`config.mk`:
```
export PLATFORM = sky130hd
export DESIGN_NAME = cbm_beam_measure
export DESIGN_NICKNAME = d
export VERILOG_FILES = /design/src/logic/cbm_pkg.sv /design/src/logic/cbm_beam_measure.sv
export SDC_FILE = /design/constraint.sdc
export NUM_CORES = 1
export LEC_CHECK = 0
export ABC_AREA = 1
export BUFFER_PORTS_ARGS = -buffer_cell sky130_fd_sc_hd__buf_2
export CORE_ASPECT_RATIO = 0.5
export CORE_MARGIN = 1.5
export CORE_UTILIZATION = 53
export DETAILED_ROUTE_END_ITERATION = 16
export GPL_TIMING_DRIVEN = 0
export HOLD_SLACK_MARGIN = 0.03
export PLACE_DENSITY = 0.8
export SYNTH_ARGS = -nofsm -noshare
export SYNTH_HDL_FRONTEND = slang
export SYNTH_SLANG_ARGS = --single-unit
```
`constraint.sdc`:
```
create_clock -name clk -period 4.5 [get_ports clk]
set_clock_uncertainty 0.05 [all_clocks]
set_input_delay 1.125 -clock clk [delete_from_list [all_inputs] [get_ports clk]]
set_output_delay 1.125 -clock clk [all_outputs]
set_load 0.02 [all_outputs]
```
`src/logic/cbm_pkg.sv`:
```
// constants, register map and state codes of the beam measurement controller
package cbm_pkg;

	// register subaddresses (8-bit registers)
	localparam logic [7:0] ADDR_MEAS_CTRL   = 8'h20; // bit0 offset check mode
	localparam logic [7:0] ADDR_TUBE_START  = 8'h21; // tube measurement start line
	localparam logic [7:0] ADDR_PIC_LINES   = 8'h22; // picture measurement height in lines
	localparam logic [7:0] ADDR_BRIGHT_SUB  = 8'h23; // brightness used during tube measurement
	localparam logic [7:0] ADDR_WIN_START   = 8'h24; // small window start, units of 4 clocks
	localparam logic [7:0] ADDR_PIC_CTRL    = 8'h25; // picture_measure_control
	localparam logic [7:0] ADDR_WIN_LEN     = 8'h26; // small window length, units of 4 clocks
	localparam logic [7:0] ADDR_CUTLVL_BASE = 8'h28; // 28..2d: lo/hi byte pairs for r, g, b
	localparam logic [7:0] ADDR_RES_CUT_R   = 8'h30; // cutoff red result
	localparam logic [7:0] ADDR_RES_CUT_G   = 8'h31; // cutoff green result
	localparam logic [7:0] ADDR_RES_CUT_B   = 8'h32; // cutoff blue result, read re-arms tube
	localparam logic [7:0] ADDR_RES_WHITE   = 8'h33; // white-drive result
	localparam logic [7:0] ADDR_STATUS      = 8'h34; // measured white colour and busy flags
	localparam logic [7:0] ADDR_RES_PIC_MIN = 8'h35; // picture minimum current
	localparam logic [7:0] ADDR_RES_PIC_MAX = 8'h36; // picture maximum current

	// field positions
	localparam int POS_OFFSET_CHECK = 0; // in ADDR_MEAS_CTRL
	localparam int POS_PIC_BW_LARGE = 0; // in ADDR_PIC_CTRL
	localparam int POS_PIC_WIN_LARGE = 1; // in ADDR_PIC_CTRL
	localparam int POS_PIC_ARM      = 2; // in ADDR_PIC_CTRL, write one to arm

	// reset values
	localparam logic [7:0] RST_TUBE_START = 8'h10; // tube start line
	localparam logic [7:0] RST_PIC_LINES  = 8'h01; // single-line picture measurement
	localparam logic [7:0] RST_BRIGHT_SUB = 8'h80; // mid brightness
	localparam logic [7:0] RST_WIN_START  = 8'h20; // small window start
	localparam logic [7:0] RST_WIN_LEN    = 8'h20; // small window length
	localparam logic [8:0] RST_CUT_LEVEL  = 9'h000; // cutoff levels
	localparam logic [7:0] RST_RESULT     = 8'h00; // result registers

	// timing counts
	localparam int          RED_LINE_OFS  = 2;       // red cutoff line after start line
	localparam logic [1:0]  BCL_TAIL      = 2'd3;    // lines before limiter returns
	localparam logic [8:0]  CONV_LEN_LARGE = 9'd255; // samples per value, 80 kHz setting
	localparam logic [8:0]  CONV_LEN_SMALL = 9'd510; // samples per value, 40 kHz setting

	// tube sequencer states
	typedef enum logic [4:0] {
		TUBE_IDLE  = 5'b00001,
		TUBE_WAIT  = 5'b00010,
		TUBE_CUT   = 5'b00100,
		TUBE_WHITE = 5'b01000,
		TUBE_TAIL  = 5'b10000
	} cbm_tube_e;

	// picture measurement states
	typedef enum logic [2:0] {
		PIC_IDLE = 3'b001,
		PIC_WAIT = 3'b010,
		PIC_RUN  = 3'b100
	} cbm_pic_e;

endpackage : cbm_pkg

```
`src/logic/cbm_beam_measure.sv`:
```
// crt beam current measurement sequencer with converter and register file
// What this block does
// - 8-bit pulse-density converter serves all measurements
// - filter bandwidth selectable 40 or 80 kHz
// - tube measurements in vblank force small bandwidth
// - white-drive measurement drives second range switch
// - picture min/max in window, first range switch
// - cutoff rgb plus one rotating white colour
// - reading blue cutoff result restarts tube measurement
// - cutoff set per field, white set three fields
// - offset check forces stimulus signals to zero
// - tube measurement disables limiter, substitutes brightness
// - red cutoff line is start plus two
// - writing one to bit 2 arms once
// - armed picture measurement runs one field only
// - picture measurement starts at active video start
// - picture height down to one line, bandwidth selectable
// - large window whole active line, tubes use small
// - three 9-bit cutoff levels via registers
`timescale 1ns/10ps
module cbm_beam_measure
	import cbm_pkg::*;
(
	input  wire logic       clk,                       // 40 MHz clock
	input  wire logic       rst_n,                     // async reset, active low
	input  wire logic       pdmBit,                    // converter modulator bit from pin
	input  wire logic       lineStrobe,                // one-cycle pulse at line start
	input  wire logic       fieldStrobe,               // one-cycle pulse at field start
	input  wire logic       activeVideo,               // high during active pixels
	input  wire logic       regWr,                     // register write strobe
	input  wire logic       regRd,                     // register read strobe
	input  wire logic [7:0] regAddr,                   // register subaddress
	input  wire logic [7:0] regWrData,                 // register write data
	output logic      [7:0] regRdData,                 // register read data
	output logic            cutoffStim,                // cutoff stimulus on
	output logic            whiteStim,                 // white-drive stimulus on
	output logic      [1:0] stimColour,                // 0 red, 1 green, 2 blue
	output logic            range_switch_white_drive,  // second range switch
	output logic            range_switch_active_picture, // first range switch
	output logic            filterSmall,               // converter at 40 kHz setting
	output logic            bclDisable,                // average limiter switched off
	output logic      [7:0] brightnessOverride,        // brightness during tube measurement
	output logic            brightnessOverrideOn,      // use brightnessOverride
	output logic      [8:0] cutoffLevelR,              // red dark current level
	output logic      [8:0] cutoffLevelG,              // green dark current level
	output logic      [8:0] cutoffLevelB               // blue dark current level
);

	// pin synchroniser and converter
	logic       pdmMeta;      // first sync stage
	logic       pdmSync;      // second sync stage
	logic [8:0] sampleCnt;    // samples in current value
	logic [8:0] onesAcc;      // ones counted
	logic [7:0] convValue;    // last converted value
	logic       convDone;     // pulse on new value

	// registers
	logic       offsetCheck;  // offset check mode
	logic [7:0] tubeStart;    // tube start line
	logic [7:0] picLines;     // picture height
	logic [7:0] brightSub;    // substitute brightness
	logic [7:0] winStart;     // small window start
	logic [7:0] winLen;       // small window length
	logic       picBwLarge;   // picture bandwidth large
	logic       picWinLarge;  // picture large window
	logic [8:0] cutLevel [3]; // cutoff levels r g b
	logic [7:0] cutRes [3];   // cutoff results r g b
	logic [7:0] whiteRes;     // white-drive result
	logic [1:0] whiteResCol;  // colour of white result
	logic [7:0] picMin;       // picture minimum result
	logic [7:0] picMax;       // picture maximum result

	// timing
	logic [9:0] lineCnt;      // line within field
	logic [11:0] pixCnt;      // clock within line, wide enough for full-length lines
	logic       activePrev;   // active video delayed

	// sequencers
	cbm_tube_e  tubeState;    // tube sequencer state
	cbm_pic_e   picState;     // picture sequencer state
	logic       tubeArmed;    // tube measurement pending
	logic       picArmed;     // picture measurement pending
	logic [1:0] cutIdx;       // cutoff colour in progress
	logic [1:0] whiteCol;     // white colour this field
	logic [1:0] tailCnt;      // lines to limiter return
	logic [7:0] picLeft;      // picture lines left
	logic [7:0] tubeSample;   // last value in small window
	logic [7:0] runMin;       // running minimum
	logic [7:0] runMax;       // running maximum

	// decode and selection
	wire        wrAt       = regWr;
	wire        armWrite   = regWr && regAddr == ADDR_PIC_CTRL && regWrData[POS_PIC_ARM];
	wire        blueRead   = regRd && regAddr == ADDR_RES_CUT_B;
	wire        tubeOn     = tubeState != TUBE_IDLE;
	wire        tubeMeas   = tubeState == TUBE_CUT || tubeState == TUBE_WHITE;
	wire        next_filterSmall = tubeMeas || (tubeOn && tubeState != TUBE_TAIL)
		|| (!tubeOn && !picBwLarge);
	wire [11:0] winLo      = {2'b00, winStart, 2'b00};
	wire [11:0] winHi      = winLo + {2'b00, winLen, 2'b00};
	wire        smallWin   = activeVideo && pixCnt >= winLo && pixCnt < winHi;
	wire        picWin     = picWinLarge ? activeVideo : smallWin;
	wire [9:0]  nextLine   = lineCnt + 10'd1;
	wire [9:0]  redLine    = {2'b00, tubeStart} + 10'(RED_LINE_OFS);
	wire        activeRise = activeVideo && !activePrev;
	wire [8:0]  convLen    = filterSmall ? CONV_LEN_SMALL : CONV_LEN_LARGE;
	wire        convLast   = sampleCnt >= convLen - 9'd1;
	wire [8:0]  onesNext   = onesAcc + {8'h00, pdmSync};
	wire [7:0]  next_convValue = filterSmall ? onesNext[8:1] : onesNext[7:0];
	wire [7:0]  picLinesEff = (picLines == 8'h00) ? 8'h01 : picLines;
	wire        picFinish  = picState == PIC_RUN && (fieldStrobe || (lineStrobe && picLeft <= 8'h01));
	wire [7:0]  winMin     = (convDone && picWin && convValue < runMin) ? convValue : runMin;
	wire [7:0]  winMax     = (convDone && picWin && convValue > runMax) ? convValue : runMax;

	// register read multiplexer
	logic [7:0] rdMux;
	always_comb begin
		rdMux = 8'h00;
		case (regAddr)
			ADDR_MEAS_CTRL:   rdMux = {7'h00, offsetCheck};
			ADDR_TUBE_START:  rdMux = tubeStart;
			ADDR_PIC_LINES:   rdMux = picLines;
			ADDR_BRIGHT_SUB:  rdMux = brightSub;
			ADDR_WIN_START:   rdMux = winStart;
			ADDR_PIC_CTRL:    rdMux = {5'h00, picState != PIC_IDLE || picArmed, picWinLarge, picBwLarge};
			ADDR_WIN_LEN:     rdMux = winLen;
			8'h28:            rdMux = cutLevel[0][7:0];
			8'h29:            rdMux = {7'h00, cutLevel[0][8]};
			8'h2a:            rdMux = cutLevel[1][7:0];
			8'h2b:            rdMux = {7'h00, cutLevel[1][8]};
			8'h2c:            rdMux = cutLevel[2][7:0];
			8'h2d:            rdMux = {7'h00, cutLevel[2][8]};
			ADDR_RES_CUT_R:   rdMux = cutRes[0];
			ADDR_RES_CUT_G:   rdMux = cutRes[1];
			ADDR_RES_CUT_B:   rdMux = cutRes[2];
			ADDR_RES_WHITE:   rdMux = whiteRes;
			ADDR_STATUS:      rdMux = {4'h0, tubeOn, tubeArmed, whiteResCol};
			ADDR_RES_PIC_MIN: rdMux = picMin;
			ADDR_RES_PIC_MAX: rdMux = picMax;
			default:          rdMux = 8'h00; // unmapped reads zero
		endcase
	end

	// two-flop pin synchroniser
	always_ff @(posedge clk or negedge rst_n) begin
		if (!rst_n) begin
			pdmMeta <= 1'b0;
			pdmSync <= 1'b0;
		end else begin
			pdmMeta <= pdmBit;
			pdmSync <= pdmMeta;
		end
	end

	// pulse-density decimator, counts ones per window
	always_ff @(posedge clk or negedge rst_n) begin
		if (!rst_n) begin
			sampleCnt <= 9'h000;
			onesAcc   <= 9'h000;
			convValue <= 8'h00;
			convDone  <= 1'b0;
		end else if (convLast) begin
			sampleCnt <= 9'h000;
			onesAcc   <= 9'h000;
			convValue <= next_convValue;
			convDone  <= 1'b1;
		end else begin
			sampleCnt <= sampleCnt + 9'h001;
			onesAcc   <= onesNext;
			convDone  <= 1'b0;
		end
	end

	// host writable registers
	always_ff @(posedge clk or negedge rst_n) begin
		if (!rst_n) begin
			offsetCheck <= 1'b0;
			tubeStart   <= RST_TUBE_START;
			picLines    <= RST_PIC_LINES;
			brightSub   <= RST_BRIGHT_SUB;
			winStart    <= RST_WIN_START;
			winLen      <= RST_WIN_LEN;
			picBwLarge  <= 1'b0;
			picWinLarge <= 1'b0;
			cutLevel    <= '{RST_CUT_LEVEL, RST_CUT_LEVEL, RST_CUT_LEVEL};
		end else if (wrAt) begin
			case (regAddr)
				ADDR_MEAS_CTRL:  offsetCheck <= regWrData[POS_OFFSET_CHECK];
				ADDR_TUBE_START: tubeStart   <= regWrData;
				ADDR_PIC_LINES:  picLines    <= regWrData;
				ADDR_BRIGHT_SUB: brightSub   <= regWrData;
				ADDR_WIN_START:  winStart    <= regWrData;
				ADDR_WIN_LEN:    winLen      <= regWrData;
				ADDR_PIC_CTRL: begin
					picBwLarge  <= regWrData[POS_PIC_BW_LARGE];
					picWinLarge <= regWrData[POS_PIC_WIN_LARGE];
				end
				8'h28:           cutLevel[0][7:0] <= regWrData;
				8'h29:           cutLevel[0][8]   <= regWrData[0];
				8'h2a:           cutLevel[1][7:0] <= regWrData;
				8'h2b:           cutLevel[1][8]   <= regWrData[0];
				8'h2c:           cutLevel[2][7:0] <= regWrData;
				8'h2d:           cutLevel[2][8]   <= regWrData[0];
				default:         ;                                           // others read-only
			endcase
		end
	end

	// line and pixel counters
	always_ff @(posedge clk or negedge rst_n) begin
		if (!rst_n) begin
			lineCnt    <= 10'h000;
			pixCnt     <= 12'h000;
			activePrev <= 1'b0;
		end else begin
			activePrev <= activeVideo;
			pixCnt     <= lineStrobe ? 12'h000 : pixCnt + 12'h001;
			if (fieldStrobe)
				lineCnt <= 10'h000;
			else if (lineStrobe)
				lineCnt <= nextLine;
		end
	end

	// tube sequencer: wait, cutoff r g b, one white line, limiter tail
	always_ff @(posedge clk or negedge rst_n) begin
		if (!rst_n) begin
			tubeState   <= TUBE_IDLE;
			tubeArmed   <= 1'b1;
			cutIdx      <= 2'd0;
			whiteCol    <= 2'd0;
			tailCnt     <= 2'd0;
			tubeSample  <= 8'h00;
			cutRes      <= '{RST_RESULT, RST_RESULT, RST_RESULT};
			whiteRes    <= RST_RESULT;
			whiteResCol <= 2'd0;
		end else begin
			// blue read sets, field start clears; set wins
			if (blueRead)
				tubeArmed <= 1'b1;
			else if (tubeState == TUBE_IDLE && fieldStrobe)
				tubeArmed <= 1'b0;
			if (convDone && smallWin)
				tubeSample <= convValue;
			case (tubeState)
				TUBE_IDLE: begin
					if (fieldStrobe && tubeArmed)
						tubeState <= TUBE_WAIT;
				end
				TUBE_WAIT: begin
					if (lineStrobe && nextLine == redLine) begin
						tubeState <= TUBE_CUT;
						cutIdx    <= 2'd0;
					end
				end
				TUBE_CUT: begin
					if (lineStrobe) begin
						cutRes[cutIdx] <= tubeSample;
						if (cutIdx == 2'd2)
							tubeState <= TUBE_WHITE;
						else
							cutIdx <= cutIdx + 2'd1;
					end
				end
				TUBE_WHITE: begin
					if (lineStrobe) begin
						whiteRes    <= tubeSample;
						whiteResCol <= whiteCol;
						whiteCol    <= (whiteCol == 2'd2) ? 2'd0 : whiteCol + 2'd1;
						tailCnt     <= BCL_TAIL;
						tubeState   <= TUBE_TAIL;
					end
				end
				TUBE_TAIL: begin
					if (lineStrobe) begin
						if (tailCnt <= 2'd1)
							tubeState <= TUBE_IDLE;
						tailCnt <= tailCnt - 2'd1;
					end
				end
				default: tubeState <= TUBE_IDLE;
			endcase
		end
	end

	// picture sequencer: one field per arm, from first active video
	always_ff @(posedge clk or negedge rst_n) begin
		if (!rst_n) begin
			picState <= PIC_IDLE;
			picArmed <= 1'b0;
			picLeft  <= 8'h00;
			runMin   <= 8'hff;
			runMax   <= 8'h00;
			picMin   <= RST_RESULT;
			picMax   <= RST_RESULT;
		end else begin
			// arm write sets, field start clears; set wins
			if (armWrite)
				picArmed <= 1'b1;
			else if (picState == PIC_IDLE && fieldStrobe)
				picArmed <= 1'b0;
			case (picState)
				PIC_IDLE: begin
					if (fieldStrobe && picArmed)
						picState <= PIC_WAIT;
				end
				PIC_WAIT: begin
					runMin <= 8'hff;
					runMax <= 8'h00;
					if (activeRise) begin
						picState <= PIC_RUN;
						picLeft  <= picLinesEff;
					end
				end
				PIC_RUN: begin
					runMin <= winMin;
					runMax <= winMax;
					if (picFinish) begin
						picMin   <= winMin;
						picMax   <= winMax;
						picState <= PIC_IDLE;
					end else if (lineStrobe)
						picLeft <= picLeft - 8'h01;
				end
				default: picState <= PIC_IDLE;
			endcase
		end
	end

	// registered outputs
	always_ff @(posedge clk or negedge rst_n) begin
		if (!rst_n) begin
			regRdData                   <= 8'h00;
			cutoffStim                  <= 1'b0;
			whiteStim                   <= 1'b0;
			stimColour                  <= 2'd0;
			range_switch_white_drive    <= 1'b0;
			range_switch_active_picture <= 1'b0;
			filterSmall                 <= 1'b1;
			bclDisable                  <= 1'b0;
			brightnessOverride          <= RST_BRIGHT_SUB;
			brightnessOverrideOn        <= 1'b0;
			cutoffLevelR                <= RST_CUT_LEVEL;
			cutoffLevelG                <= RST_CUT_LEVEL;
			cutoffLevelB                <= RST_CUT_LEVEL;
		end else begin
			regRdData                   <= rdMux;
			cutoffStim                  <= tubeState == TUBE_CUT && !offsetCheck;
			whiteStim                   <= tubeState == TUBE_WHITE && !offsetCheck;
			stimColour                  <= tubeState == TUBE_WHITE ? whiteCol : cutIdx;
			range_switch_white_drive    <= tubeState == TUBE_WHITE;
			range_switch_active_picture <= picState == PIC_RUN;
			filterSmall                 <= next_filterSmall;
			bclDisable                  <= tubeState != TUBE_IDLE && tubeState != TUBE_WAIT;
			brightnessOverride          <= brightSub;
			brightnessOverrideOn        <= tubeMeas;
			cutoffLevelR                <= cutLevel[0];
			cutoffLevelG                <= cutLevel[1];
			cutoffLevelB                <= cutLevel[2];
		end
	end

endmodule : cbm_beam_measure

```
After elaboration in Yosys (flattened, before gate mapping)
Cells that the tools add are included.

storage, ports and cells
  input bits = 24
  bits in registers = 272
  output and inout bits = 52
  word-level logic and storage cells = 230

operators by class
  magnitude comparators = 9
  equal/unequal tests = 48
  muxes and demuxes = 47
  reductions and logical operators = 60
  $add $sub $neg = 11
  bitwise operators = 1

operators with widths
  cell                                           count
  == test 8 x 6 -> 1 bit, second input constant  20
  one-hot mux 8 bit (20 select lines)            1
  two-way mux 8 bit                              8
  one-hot mux 8 bit (2 select lines)             3
  two-way mux 5 bit                              7
  AND reduction 2 bit                            16
  two-way mux 9 bit                              3
  one-hot mux 5 bit (5 select lines)             1
  bitwise mux 24 bit                             1
  logical AND 1 bit                              23
  inequality test 2 bit, second input constant   11
  two-way mux 10 bit                             2
  demux 8 bit (select 2 bit)                     1
  two-way mux 2 bit                              7
  adder 12 x 1 -> 12 bit, second input constant  1
  >= comparator 12 x 10 -> 1 bit                 1
  less-than comparator 12 x 11 -> 1 bit          1
  two-way mux 12 bit                             1
  nonzero test 2 bit                             6
  adder 10 x 10 -> 11 bit                        1
  adder 10 x 1 -> 10 bit, second input constant  1
  == test 10 x 9 -> 1 bit                        1
  adder 8 x 2 -> 9 bit, second input constant    1
  adder 9 x 1 -> 9 bit                           1
  37 further kinds                               57

Logic depth before layout (Yosys ltp)
  depth in word-level cells = 8
  mapped depth = 24
  mapped depth without buffers = 23

Least setup slack after synthesis
Ideal clock, no wire load.

  kind = register to register
  from = reg winStart[0]
  to = reg picMax[5]
  path slack = 1.348 ns
  arrival time = 2.968 ns
  cell stages (with the launch flop) = 22
  buffers on the path = 1
  library setup time = 0.134 ns
  cells stage by stage = dfrtp_1 > ha_1 > fa_1 > a21oi_1 > o21ai_0 > a21oi_1 > o21ai_0 > nand2_1 > nand2_1 > a21oi_1 > ha_1 > nand2_1 > a21oi_1 > nor2_1 > nand2_1 > nor2_2 > nand4_4 > nand2_4 > buf_6 > nand3_1 > nand3_1 > o21ai_0

between the ends
  longest elaborated chain between the ends = 7
  elaborated cells on any way between the ends = 9
  those cells by class = add/sub (1); order compare (2); mux (2); reduce/logical (4)

ends and longest elaborated chain
  element                                                                            RTL line                                          RTL
  from (decl)                                                                        cbm_beam_measure.sv:62                            logic [7:0] winStart;
  from (signal assigned)                                                             cbm_beam_measure.sv:192                           ADDR_WIN_START: winStart <= regWrData;
  adder 10 x 10 -> 11 bit / >= comparator 12 x 10 -> 1 bit (equally long branches)   cbm_beam_measure.sv:100, cbm_beam_measure.sv:101
  less-than comparator 12 x 11 -> 1 bit / logical AND 1 bit (equally long branches)  cbm_beam_measure.sv:101                           wire smallWin = activeVideo && pixCnt >= winLo && pixCnt < winHi;
  logical AND 1 bit (*)                                                              cbm_beam_measure.sv:101
  two-way mux 1 bit (*)                                                              cbm_beam_measure.sv:102                           wire picWin = picWinLarge ? activeVideo : smallWin;
  logical AND 1 bit (*) (2 in a row)                                                 cbm_beam_measure.sv:113                           wire [7:0] winMax = (convDone && picWin && convValue > runMax) ? convValue : runMax;
  two-way mux 8 bit (*)                                                              cbm_beam_measure.sv:113
  to (signal assigned)                                                               cbm_beam_measure.sv:320                           picMax <= winMax;
  to (decl)                                                                          cbm_beam_measure.sv:71                            logic [7:0] picMax;

Mark *: on every way between the ends. The rest lies on a longest branch, timed or not.
A chain may end at the register's enable or synchronous reset.

Worst setup path in the final report
  from = reg winStart[0]
  to = reg picMax[4]

Same word-level chain as after synthesis.

==> impl_metrics.json <==
{
  "path_clk_slew_ns": 0.06,
  "status": "completed",
  "seq_area_frac_synth": 0.513,
  "drcViolationCount": 0,
  "crit_path_end_kind": "register",
  "synth_edf_count": 0,
  "setup_slack_ns": 0.550,
  "final_hold_viol_count": 0,
  "numCtsBuffers": 25,
  "combPwrFrac": 0.175,
  "antenna_found_initial": 0,
  "die_w_um": 227,
  "grt_pass1_vias": 10300,
  "period_share": 0.878,
  "cts_tree": "built",
  "clock_power_share": 0.353,
  "ir_worst_vdd_v": 0.000280,
  "antennaDiodeCount": 0,
  "fin_crit_ns": 3.95,
  "p_total_uw": 6030,
  "post-route-util": 0.616,
  "area_delta_synth_final_pct": 12.6,
  "ys.flop_type": "dfrtp_1",
  "viasPerCell": 5.56,
  "grt_overflow": 0,
  "path_buf_inv": 1,
  "hp-class": "reg2reg",
  "cts_sinks": 272,
  "arrival_ns": 4.30,
  "crit_slowest_cell": "dfrtp_1",
  "max_freq_mhz": 253,
  "place_ws_ns": 0.707,
  "crit_fanout": 10,
  "setup_violations": 0,
  "tightest_slew_ns": 0.790,
  "endpoint": "picMax[4]$_DFFE_PN0P_",
  "place_congestion": 0.930,
  "io_buffers": 74,
  "internal_power_uw": 4230,
  "r2r_end": "picMax[4]$_DFFE_PN0P_",
  "synth-warning-count": 0,
  "fin_nets": 1728,
  "ys_types": 52,
  "antenna_left": 0,
  "ios": 76,
  "num_rows": 40,
  "drive_gt1_frac": 0.123,
  "max_stage_delay_ns": 0.42,
  "r2r_start": "winStart[0]$_DFFE_PN0P_",
  "p_sw_uw": 1800,
  "grt_start_max_net_pins": 116,
  "start_util": 0.547,
  "grt_pass1_wl_um": 53900,
  "cp.required_ns": 4.85,
  "worstPathCellList": "ha_1, fa_1, a21oi_1, o21ai_0, a21oi_1, o21ai_0, nand2_1, nand2_1, a21oi_1, ha_1, nand2_1, a21oi_1, nor2_1, nand2_1, nor2_2, nand4_4, nand2_4, buf_6, nand3_1, nand3_1, o21ai_0",
  "drtIter0Drc": 1294,
  "syn_inst": 1545,
  "p_leak_uw": 0.00743,
  "coreArea_um2": 24300,
  "clk_latency_ns": 0.55,
  "avgSynthCellArea_um2": 8.61,
  "cts.repair.resized": 0,
  "switching_share": 0.299,
  "avgRoutedWirePerCell_um": 16.7,
  "r2r_slack_ns": 0.55,
  "clk_path_buf_depth": 3,
  "cts-root-buf": "clkbuf_16",
  "criticalPathCategory": "reg2reg",
  "ys_async_sr_fraction": 1.00,
  "die_y_um": 115,
  "cp-start-kind": "register",
  "seq_power_share": 0.472,
  "synth_fp_nets": 1625,
  "powerDensity_nw_per_um2": 403,
  "routed_wl_um": 33400,
  "hp-start": "pdmMeta$_DFF_PN0_",
  "netlist_area_um2": 13300,
  "cts.htree.levels": 1,
  "rsz0062_at_grt": "no",
  "reg2regPathDepth": 21,
  "drt_pass1_iterations": 6,
  "tns_ns": 0,
  "synth-seq-cells": 272,
  "cts_hold_buffers": 0,
  "slew_violations": 0,
  "relSlewSlack": 0.473,
  "die-area_um2": 26100,
  "dpl.hpwl_um": 24000,
  "cts_setup_buffers": 0,
  "crit_start": "winStart[0]$_DFFE_PN0P_",
  "max_cap_viol_count": 0,
  "vias": 11100,
  "cp_top_family": "simple AND/OR/NAND/NOR gates",
  "cp.depth": 21,
  "track_usage": 0.264
}
## flip-flops by register name, indices dropped and copies added, names as in the netlist, 9 cells and up
name and flops:
cutoffLevelR 9, cutoffLevelG 9, pixCnt 12, cutLevel 27, cutRes 24, onesAcc 9
lineCnt 10, sampleCnt 9, cutoffLevelB 9
## final cells by class
cell class / count / area, um2
clock inverter: 8 / 75.1
fill: 2056 / 9340
clock buffer: 37 / 741
buffer: 36 / 195
inverter: 201 / 754
tap: 336 / 420
timing repair buffer: 76 / 435
multi-input combinational: 1036 / 5530
sequential: 272 / 6830
## Yosys cell counts, types with 12 or more instances
| master | number | share of area |
|---|---|---|
| o21ai_1 | 33 | 0.012 |
| buf_2 | 12 | 0.0045 |
| inv_1 | 188 | 0.053 |
| nand2_1 | 374 | 0.11 |
| clkbuf_1 | 17 | 0.0048 |
| nor2_1 | 90 | 0.025 |
| dfrtp_1 | 254 | 0.48 |
| ha_1 | 55 | 0.052 |
| o21ai_0 | 137 | 0.052 |
| nand4_1 | 31 | 0.015 |
| a21oi_1 | 48 | 0.018 |
| nand3_1 | 111 | 0.042 |
| o22ai_1 | 16 | 0.0075 |
| nor3_1 | 22 | 0.0083 |
| dfstp_2 | 18 | 0.036 |
## layout by cell type (no fill, tap or decap), drive strengths merged, types with 3 or more instances in the layout
cell and n:
nand3 111, nor2 103, nor3b 5, clkbuf 54
nand2 384, inv 200, a22o 3, o21a 3
ha 55, dfrtp 254, a221oi 11, nand4 33
xor2 11, xnor2 7, dfstp 18, o22ai 16
a31oi 6, nand3b 3, buf 95, nor4 4
a211oi 7, o21ai 178, nor3 25, o211ai 8
a21oi 49, clkinv 7
## metal layers
| layer | track usage | share of wire | vias up |
|---|---|---|---|
| li1 | - | - | 5323 |
| met1 | 0.374 | 0.44 | 5293 |
| met2 | 0.420 | 0.46 | 437 |
| met3 | 0.0511 | 0.077 | 72 |
| met4 | 0.0698 | 0.024 | 0 |
| met5 | 0 | 0 | - |
## stage by stage
stage                     instance area (um2)  hold WS [ns]  instances
after floorplan                         13300         0.281       1545
after global placement                  14100         0.283       1955
after detailed placement                14200         0.290       1957
after CTS                               15000         0.305       2002
after global routing                    15000         0.313       2002
final                                   15000         0.301       2002
## how the worst min path moves through the flow
stage	endpoint	depth (start not counted)
global placement	pdmSync$_DFF_PN0_	0
finish	pdmSync$_DFF_PN0_	0
detailed placement	pdmSync$_DFF_PN0_	0
global route	pdmSync$_DFF_PN0_	0
CTS	pdmSync$_DFF_PN0_	0
floorplan	pdmSync$_DFF_PN0_	0
## power by group through the flow
stage / registers (uW) / logic, uW / clock network [uW]
finish: 2850 / 1060 / 2130
detailed placement: 2880 / 1040 / 0
floorplan: 2880 / 699 / 0
global placement: 2870 / 1010 / 0
global route: 2870 / 1210 / 2240
CTS: 2840 / 1050 / 2150
## logic make-up after synthesis
family,share of synthesized area
compound gates,0.125
xor+xnor,0.0118
fa+ha+maj,0.0532
buf+inv,0.0714
flops,0.513
mux,0.00150
simple gates,0.224
Note: power is estimated with default switching activity, not from simulation.
